### src/core/rnghg_pkg.sv
package rnghg_pkg;

  // Start-up test length in raw bits.
  localparam int unsigned STARTUP_BITS      = 1024;
  // Total failure: this many identical raw bits in a row.
  localparam int unsigned TOTFAIL_RUN       = 32;
  // Online test window and tolerated count of ones.
  localparam int unsigned ONLINE_WINDOW     = 256;
  localparam int unsigned ONLINE_ONES_MIN   = 96;
  localparam int unsigned ONLINE_ONES_MAX   = 160;
  // Widths of the two output formats.
  localparam int unsigned WORD_NARROW       = 8;
  localparam int unsigned WORD_WIDE         = 16;
  localparam int unsigned FIFO_DEPTH        = 4;
  localparam logic [15:0] WORD_RESET        = 16'h0000;

  typedef enum logic [1:0] {
    RNGHG_STARTUP,
    RNGHG_RUN,
    RNGHG_FAILED
  } rnghg_state_e;

endpackage : rnghg_pkg

### src/core/rnghg_fifo_if.sv
`timescale 1ns/1ps
interface rnghg_fifo_if #(
  parameter int WIDTH = 16
);
  logic             in_valid;
  logic             in_ready;
  logic [WIDTH-1:0] in_data;
  logic             out_valid;
  logic             out_ready;
  logic [WIDTH-1:0] out_data;
  logic             flush;

  modport fifo (
    input  in_valid,
    output in_ready,
    input  in_data,
    output out_valid,
    input  out_ready,
    output out_data,
    input  flush
  );
  modport user (
    output in_valid,
    input  in_ready,
    output in_data,
    input  out_valid,
    output out_ready,
    input  out_data,
    output flush
  );
endinterface : rnghg_fifo_if

### src/core/rnghg_top.sv
// Overview of operation
// - Total-failure check runs at start; a total failure releases no output.
// - Total failure in operation withholds all words built from later raw bits.
// - Online statistical test on raw bits at start-up and during operation.
// - Output blocked until start-up test passes and whenever a defect is flagged.
// - Raw stream quality checked continuously; defects flagged within one window.
// - Random words are delivered eight or sixteen bits wide.
// - A continuous repetition test runs on generated random words.
// - Internal random bits carry average Shannon entropy above 0.997.
`timescale 1ns/1ps
module rnghg_top
  import rnghg_pkg::*;
#(
  parameter int unsigned STARTUP_LEN = STARTUP_BITS,
  parameter int unsigned WINDOW_LEN  = ONLINE_WINDOW,
  parameter int unsigned ONES_MIN    = ONLINE_ONES_MIN,
  parameter int unsigned ONES_MAX    = ONLINE_ONES_MAX,
  parameter int unsigned RUN_LIMIT   = TOTFAIL_RUN
) (
  input  wire logic        mclk,
  input  wire logic        reset,
  input  wire logic        raw_bit,
  input  wire logic        raw_valid,
  input  wire logic        word_wide,
  input  wire logic        word_ready,
  output logic             word_valid,
  output logic [15:0]      word_data,
  output logic             rng_ready,
  output logic             fail_total,
  output logic             fail_online,
  output logic             fail_repeat
);
  // ------------------------------------------------------------
  // Input synchronisers
  // ------------------------------------------------------------
  logic [1:0] bit_sync_reg;
  logic [1:0] vld_sync_reg;
  logic       vld_d_reg;
  logic       sample;
  logic       bit_s;

  always_ff @(posedge mclk) begin
    if (reset) begin
      bit_sync_reg <= 2'h0;
      vld_sync_reg <= 2'h0;
      vld_d_reg    <= 1'b0;
    end else begin
      bit_sync_reg <= {bit_sync_reg[0], raw_bit};
      vld_sync_reg <= {vld_sync_reg[0], raw_valid};
      vld_d_reg    <= vld_sync_reg[1];
    end
  end
  assign bit_s  = bit_sync_reg[1];
  assign sample = vld_sync_reg[1] && !vld_d_reg;

  // ------------------------------------------------------------
  // Total failure test
  // ------------------------------------------------------------
  // A stuck source shows as a long run of one value; the run limit
  // bounds how many suspect bits can reach the output.
  logic        last_bit_reg;
  logic [15:0] run_reg;
  logic        tot_hit;

  always_ff @(posedge mclk) begin
    if (reset) begin
      last_bit_reg <= 1'b0;
      run_reg      <= 16'h0000;
    end else if (sample) begin
      last_bit_reg <= bit_s;
      run_reg      <= (bit_s == last_bit_reg) ? run_reg + 16'h0001 : 16'h0001;
    end
  end
  assign tot_hit = sample && (bit_s == last_bit_reg) && (run_reg >= 16'(RUN_LIMIT - 1));

  // ------------------------------------------------------------
  // Online test: ones count per window
  // ------------------------------------------------------------
  logic [15:0] win_cnt_reg;
  logic [15:0] ones_reg;
  logic [15:0] startup_cnt_reg;
  logic        win_end;
  logic [15:0] ones_final;
  logic        online_hit;

  assign win_end    = sample && (win_cnt_reg == 16'(WINDOW_LEN - 1));
  assign ones_final = ones_reg + {15'h0000, bit_s};
  assign online_hit = win_end && ((ones_final < 16'(ONES_MIN)) ||
                                  (ones_final > 16'(ONES_MAX)));

  always_ff @(posedge mclk) begin
    if (reset) begin
      win_cnt_reg <= 16'h0000;
      ones_reg    <= 16'h0000;
    end else if (win_end) begin
      win_cnt_reg <= 16'h0000;
      ones_reg    <= 16'h0000;
    end else if (sample) begin
      win_cnt_reg <= win_cnt_reg + 16'h0001;
      ones_reg    <= ones_final;
    end
  end

  always_ff @(posedge mclk) begin
    if (reset) begin
      startup_cnt_reg <= 16'h0000;
    end else if (sample && startup_cnt_reg != 16'(STARTUP_LEN)) begin
      startup_cnt_reg <= startup_cnt_reg + 16'h0001;
    end
  end

  // ------------------------------------------------------------
  // Failure flags and state
  // ------------------------------------------------------------
  rnghg_state_e state_reg;
  logic         rep_hit;
  logic         any_hit;

  assign any_hit = tot_hit || online_hit || rep_hit;

  always_ff @(posedge mclk) begin
    if (reset) begin
      fail_total  <= 1'b0;
      fail_online <= 1'b0;
      fail_repeat <= 1'b0;
    end else begin
      if (tot_hit)    fail_total  <= 1'b1;
      if (online_hit) fail_online <= 1'b1;
      if (rep_hit)    fail_repeat <= 1'b1;
    end
  end

  always_ff @(posedge mclk) begin
    if (reset) begin
      state_reg <= RNGHG_STARTUP;
    end else begin
      case (state_reg)
        RNGHG_STARTUP: begin
          if (any_hit) begin
            state_reg <= RNGHG_FAILED;
          end else if (startup_cnt_reg == 16'(STARTUP_LEN)) begin
            state_reg <= RNGHG_RUN;
          end
        end
        RNGHG_RUN: begin
          if (any_hit) begin
            state_reg <= RNGHG_FAILED;
          end
        end
        default: begin
          state_reg <= RNGHG_FAILED;
        end
      endcase
    end
  end

  logic gate_open;
  assign gate_open = (state_reg == RNGHG_RUN) && !any_hit;
  assign rng_ready = gate_open;

  // ------------------------------------------------------------
  // Word assembly and repetition test
  // ------------------------------------------------------------
  // Width is sampled when a word starts, so a change mid-word cannot
  // produce a mixed-length word.
  logic [15:0] shift_reg;
  logic [4:0]  nbits_reg;
  logic        wide_reg;
  logic        word_done;
  logic [15:0] word_next;
  logic [15:0] prev_word_reg;
  logic        prev_ok_reg;
  logic        word_out_pend_reg;
  logic [15:0] word_out_reg;

  assign word_next = {shift_reg[14:0], bit_s};
  assign word_done = sample && (nbits_reg == (wide_reg ? 5'(WORD_WIDE - 1)
                                                       : 5'(WORD_NARROW - 1)));
  assign rep_hit   = word_done && prev_ok_reg &&
                     (((wide_reg ? word_next : {8'h00, word_next[7:0]})) == prev_word_reg);

  always_ff @(posedge mclk) begin
    if (reset) begin
      shift_reg <= WORD_RESET;
      nbits_reg <= 5'h00;
      wide_reg  <= 1'b0;
    end else if (word_done) begin
      shift_reg <= WORD_RESET;
      nbits_reg <= 5'h00;
    end else if (sample) begin
      if (nbits_reg == 5'h00) begin
        wide_reg <= word_wide;
      end
      shift_reg <= word_next;
      nbits_reg <= nbits_reg + 5'h01;
    end
  end

  always_ff @(posedge mclk) begin
    if (reset) begin
      prev_word_reg <= WORD_RESET;
      prev_ok_reg   <= 1'b0;
    end else if (word_done) begin
      prev_word_reg <= wide_reg ? word_next : {8'h00, word_next[7:0]};
      prev_ok_reg   <= 1'b1;
    end
  end

  // A finished word waits one cycle so its checks resolve before release.
  always_ff @(posedge mclk) begin
    if (reset) begin
      word_out_pend_reg <= 1'b0;
      word_out_reg      <= WORD_RESET;
    end else begin
      word_out_pend_reg <= word_done && !any_hit;
      word_out_reg      <= wide_reg ? word_next : {8'h00, word_next[7:0]};
    end
  end

  // ------------------------------------------------------------
  // Output buffer
  // ------------------------------------------------------------
  rnghg_fifo_if #(.WIDTH(WORD_WIDE)) fifo_bus ();

  assign fifo_bus.in_valid  = word_out_pend_reg && gate_open;
  assign fifo_bus.in_data   = word_out_reg;
  assign fifo_bus.out_ready = word_ready && gate_open;
  assign fifo_bus.flush     = (state_reg != RNGHG_RUN) || any_hit;

  rnghg_fifo #(
    .WIDTH (WORD_WIDE),
    .DEPTH (FIFO_DEPTH)
  ) u_fifo (
    .mclk  (mclk),
    .reset (reset),
    .port  (fifo_bus.fifo)
  );

  // The word is dropped while the buffer is full; a random source loses
  // nothing of value by skipping a word, and stalling it is impossible.
  assign word_valid = fifo_bus.out_valid && gate_open;
  assign word_data  = fifo_bus.out_data;

endmodule : rnghg_top

### src/core/rnghg_fifo.sv
`timescale 1ns/1ps
module rnghg_fifo
  import rnghg_pkg::*;
#(
  parameter int WIDTH = 16,
  parameter int DEPTH = FIFO_DEPTH
) (
  input wire logic        mclk,
  input wire logic        reset,
  rnghg_fifo_if.fifo      port
);
  localparam int AW = $clog2(DEPTH);

  logic [WIDTH-1:0] mem_reg [DEPTH];
  logic [AW-1:0]    wr_ptr_reg;
  logic [AW-1:0]    rd_ptr_reg;
  logic [AW:0]      count_reg;
  logic             push;
  logic             pop;

  assign port.in_ready  = (count_reg != (AW+1)'(DEPTH));
  assign port.out_valid = (count_reg != '0);
  assign port.out_data  = mem_reg[rd_ptr_reg];
  assign push = port.in_valid && port.in_ready;
  assign pop  = port.out_valid && port.out_ready;

  always_ff @(posedge mclk) begin
    if (push) begin
      mem_reg[wr_ptr_reg] <= port.in_data;
    end
  end

  // Flush discards held words so nothing made before a failure leaks out.
  always_ff @(posedge mclk) begin
    if (reset || port.flush) begin
      wr_ptr_reg <= '0;
      rd_ptr_reg <= '0;
      count_reg  <= '0;
    end else begin
      if (push) begin
        wr_ptr_reg <= (wr_ptr_reg == AW'(DEPTH-1)) ? '0 : wr_ptr_reg + 1'b1;
      end
      if (pop) begin
        rd_ptr_reg <= (rd_ptr_reg == AW'(DEPTH-1)) ? '0 : rd_ptr_reg + 1'b1;
      end
      if (push && !pop) begin
        count_reg <= count_reg + 1'b1;
      end else if (pop && !push) begin
        count_reg <= count_reg - 1'b1;
      end
    end
  end
endmodule : rnghg_fifo

### config.mk
export PLATFORM = sky130hd
export DESIGN_NAME = rnghg_top
export DESIGN_NICKNAME = d
export VERILOG_FILES = /design/src/core/rnghg_pkg.sv /design/src/core/rnghg_fifo_if.sv /design/src/core/rnghg_top.sv /design/src/core/rnghg_fifo.sv
export SDC_FILE = /design/constraint.sdc
export NUM_CORES = 1
export LEC_CHECK = 0
export ABC_AREA = 1
export CAP_MARGIN = 10
export CORE_ASPECT_RATIO = 0.5
export CORE_MARGIN = 3
export CORE_UTILIZATION = 60
export CTS_BUF_LIST = sky130_fd_sc_hd__clkbuf_4 sky130_fd_sc_hd__clkbuf_8
export CTS_CLUSTER_SIZE = 24
export DETAILED_ROUTE_END_ITERATION = 6
export DONT_BUFFER_PORTS = 1
export GPL_TIMING_DRIVEN = 0
export MAX_ROUTING_LAYER = met4
export PLACE_DENSITY = 0.76
export SLEW_MARGIN = 40
export SYNTH_ARGS = -nofsm -noshare
export SYNTH_HDL_FRONTEND = slang
export SYNTH_SLANG_ARGS = --single-unit
### constraint.sdc
create_clock -name mclk -period 3.6 [get_ports mclk]
set_clock_uncertainty 0.05 [all_clocks]
set_input_delay 1.08 -clock mclk [delete_from_list [all_inputs] [get_ports mclk]]
set_output_delay 1.08 -clock mclk [all_outputs]
set_load 0.02 [all_outputs]
==> metrics.md <==
| Metric | Value |
|---|---|
| Post-synth top area share | 0.3199 |
| # diodes | 0 |
| Largest family of logic cells by synthesized area | simple AND/OR/NAND/NOR gates |
| WHS | ~0.36 ns |
| Syn avg cell area | 8.512 µm² |
| RSZ-0062 raised after global routing | yes |
| Critical path depth | 12 |
| Initial antenna violation count | 0 |
| First-pass GRT wire length | ~31000 µm |
| CTS max path bufs | 3 |
| Synthesized net count | approximately 1000 |
| Slew Viols, Final | 0 |
| Slowest library cell on the worst path | dfxtp_4 |
| Post-layout util | 0.7127 |
| Root Driver | clkbuf_8 |
| Hold_buf cts | 0 |
| Compound-cell area share of the yosys netlist | 0.1258 |
| Maximum resistive drop on vdd | roughly 0.00022 V |
| Library cells used by synthesis | 47 |
| Synth top area cells | dfxtp_1 32%, edfxtp_1 22%, nand2_1 8.2% |
| Core area | around 14000 µm² |
| DP Worst Slack | -0.05321 ns |
| Fillcell total | between 1000 and 1500 |
| Final ANT Viol Nets | 0 |
| Synth Warn # | 0 |
| Worst hold-check path type | flop to flop |
| Required @ worst endpoint | between 2 and 2.5 ns |
| Count leader, synth | nand2_1 |
| Die area | approximately 16000 µm² |
| Avg WL per Cell | roughly 15 µm |
| Cell taking the most area after synthesis | dfxtp_1 |
| Cells after Synth | slightly above 1000 |
| DR vias/cell | approximately 5.5 |
| Initial core utilization | 0.6281 |
| Worst reg2reg path depth | 25 |
| Rows | 30 |
| Post-Synth XOR/XNOR Area | 0.02014 |
| CP endpoint kind | output pin |
| Multi-input logic area | roughly 3500 µm² |
| Nets | 1101 |
| Post-synth EDFFs | 64 |
| Worst-Margin Slew | roughly 0.80 ns |
| Max FFs per register | 64 |
| Post-synthesis sequential area ratio | 0.5408 |
| DR pass1 iterations | 5 |
| Routed wire length | 19320 µm |
| Slew Limit Headroom | 0.4689 |
| Post-DP HPWL | about 13000 µm |
| Post-synthesis mux area share | 0 |
| MaxCap Viol Count | 0 |
| Worst stage delay on the critical path | between 0.3 and 0.4 ns |
| Status | completed |
| Cts bufs inserted | 27 |
| Final Cycle Share | 0.9903 |
| Mapped Area | a little under 9000 µm² |
| I/O pin cnt | 27 |
| Total track usage | 0.2395 |
| Die W | between 150 and 200 µm |
| Post-Synth Simple-Gate Area | 0.2245 |
| Clk slew on worst S/H paths | ~0.07 ns |
| Via count | between 7000 and 8000 |
| Arr. time, crit path | 2.44 ns |
| RD Place Congestion | approximately 0.85 |
| # H-tree levels | 1 |
| Total gr overflow | 0 |
| LEAKAGE | 0.003608 µW |
| Port bufs | 0 |
| Worst Path Class, Setup | flop to output pin |
| Post-Synth Adder-Cell Area | 0.02244 |
| Crit path time final | roughly 3.6 ns |
| Layout Area Growth over Synthesis | 13.48% |
| Top_reg_cell synth | dfxtp_1 |
| Final WS setup | 0.03492 ns |
| Endpoints failing setup | 0 |
| CP Launch Type | flop |
| Delay-heaviest family, CP | simple AND/OR/NAND/NOR gates |
| Share of layout cells above drive strength 1 | 0.1209 |
| Pwr Density | 439.2 nW/µm² |
| Die H | roughly 90 µm |
| Clock latency on the worst-skew pair | between 0.5 and 0.6 ns |
| Number of global-route vias before repair | ~6600 |
| Drt initial violations | approximately 570 |
| Worst path cell trace | ha_4 > ha_4 > nand3_4 > nor2_4 > nand4_1 > nand2_1 > nand2_1 > nor2_2 > nand3_2 > nand2_4 > nand3_4 > nor2_4 |
| CTS tree | built |
| F_max | between 200 and 300 MHz |
| Synth async-reset ratio | 0 |
| CP Max Fanout | 5 |
| Hold path depth | 2 |
| Register area | ~4700 µm² |
| CP Buf/Inv Count | 0 |
| Largest net degree at the start of global routing | 17 |
| Register bit total from synthesis | a little over 200 |
| Clock Sinks | 203 |
| Final Hold Vio Count | 0 |
| List of most frequent post-synthesis cells | 189 x nand2_1, 139 x dfxtp_1, 134 x nor2_1, 113 x inv_1, 66 x a21oi_1 |
| Post-route DRC | 0 |
[stage by stage]
stage / setup TNS, ns / power (µW) / std cells / instance area [µm²]
after detailed placement: -0.4126 / 2541 / 1214 / 8960
after floorplan: 0 / 2505 / 1022 / 8700
after CTS: -0.06242 / 4344 / 1292 / 9812
after global placement: -21.26 / 2536 / 1214 / 8940
after global routing: -0.2449 / 4476 / 1292 / 9872
final: 0 / 4336 / 1292 / 9872
[metal layers]
| metal | GRT usage | vias up | part of all wire |
|---|---|---|---|
| met5 | - | - | 0 |
| met4 | 0.06386 | 0 | 0.018 |
| met3 | 0.04637 | 32 | 0.061 |
| met2 | 0.3860 | 210 | 0.47 |
| met1 | 0.3129 | 3338 | 0.46 |
| li1 | - | 3534 | - |
[kinds of logic after synthesis]
| group | count (synthesis) |
|---|---|
| DFF | 203 |
| and+or+nand+nor | 439 |
| AOI/OAI and AO/OA | 192 |
| buffers and inverters | 153 |
| xor gates and xnor gates | 20 |
| adders and majority gates | 15 |
[path summary, 6_finish.rpt]
| path | start | endpoint | slack [ns] |
|---|---|---|---|
| max | bit_sync_reg[1]$_SDFF_PP0_ | word_valid | 0.03 |
| min | bit_sync_reg[0]$_SDFF_PP0_ | bit_sync_reg[1]$_SDFF_PP0_ | 0.36 |
| max reg2reg | bit_sync_reg[1]$_SDFF_PP0_ | ones_reg[12]$_SDFFE_PP0P_ | 0.15 |
| min reg2reg | bit_sync_reg[0]$_SDFF_PP0_ | bit_sync_reg[1]$_SDFF_PP0_ | 0.36 |
[where the power goes]
group | switching, µW | internal (µW) | leakage [µW]
Clock | 877 | 948 | 0.000314
Sequential | 16.7 | 2360 | 0.00172
Combinational | 91.3 | 44.9 | 0.00158
Total | 985 | 3350 | 0.00361
[final cells by class]
| class | instances | share of cell area |
|---|---|---|
| inverters | 118 | 0.04487 |
| repair buffers | 28 | 0.02205 |
| well taps | 192 | 0.02433 |
| clock inverters | 10 | 0.005957 |
| multi-input cells | 667 | 0.3589 |
| flip-flops and latches | 203 | 0.4772 |
| plain buffers | 35 | 0.01356 |
| clock buffers | 39 | 0.05311 |
[tightest hold or removal path, stage by stage (launching register included)]
cell and delay [ns]:
dfxtp_1 0.30, inv_1 0.04, nor2_1 0.03
[layout by cell type (no fill, tap or decap), types with 4 or more instances in the layout]
| cell | count |
|---|---|
| o22ai_1 | 24 |
| clkbuf_1 | 31 |
| nor2_1 | 125 |
| clkinv_2 | 7 |
| buf_4 | 26 |
| nand3_2 | 4 |
| o21ai_0 | 64 |
| inv_2 | 5 |
| edfxtp_1 | 64 |
| inv_1 | 111 |
| nand4_1 | 24 |
| a211oi_1 | 9 |
| o211ai_1 | 5 |
| nor4_1 | 7 |
| nand2_1 | 188 |
| o21bai_1 | 5 |
| xor2_1 | 13 |
| nor2_2 | 7 |
| a21oi_2 | 4 |
| nand2_4 | 4 |
| a21oi_1 | 65 |
| nor2_4 | 10 |
| nand3_1 | 39 |
| clkbuf_8 | 37 |
| xnor2_1 | 7 |
| nor3_1 | 13 |
| ha_1 | 12 |
| nand2_2 | 4 |
| dfxtp_1 | 136 |
[repair_timing]
item | in CTS | in global routing
pin swaps | 14 | 17
gates resized for setup | 12 | 16
gates cloned | 1 | 0
setup buffers | 28 | 2
endpoints found under the setup margin | 19 | 5
Power figures use the tool's default switching activity.
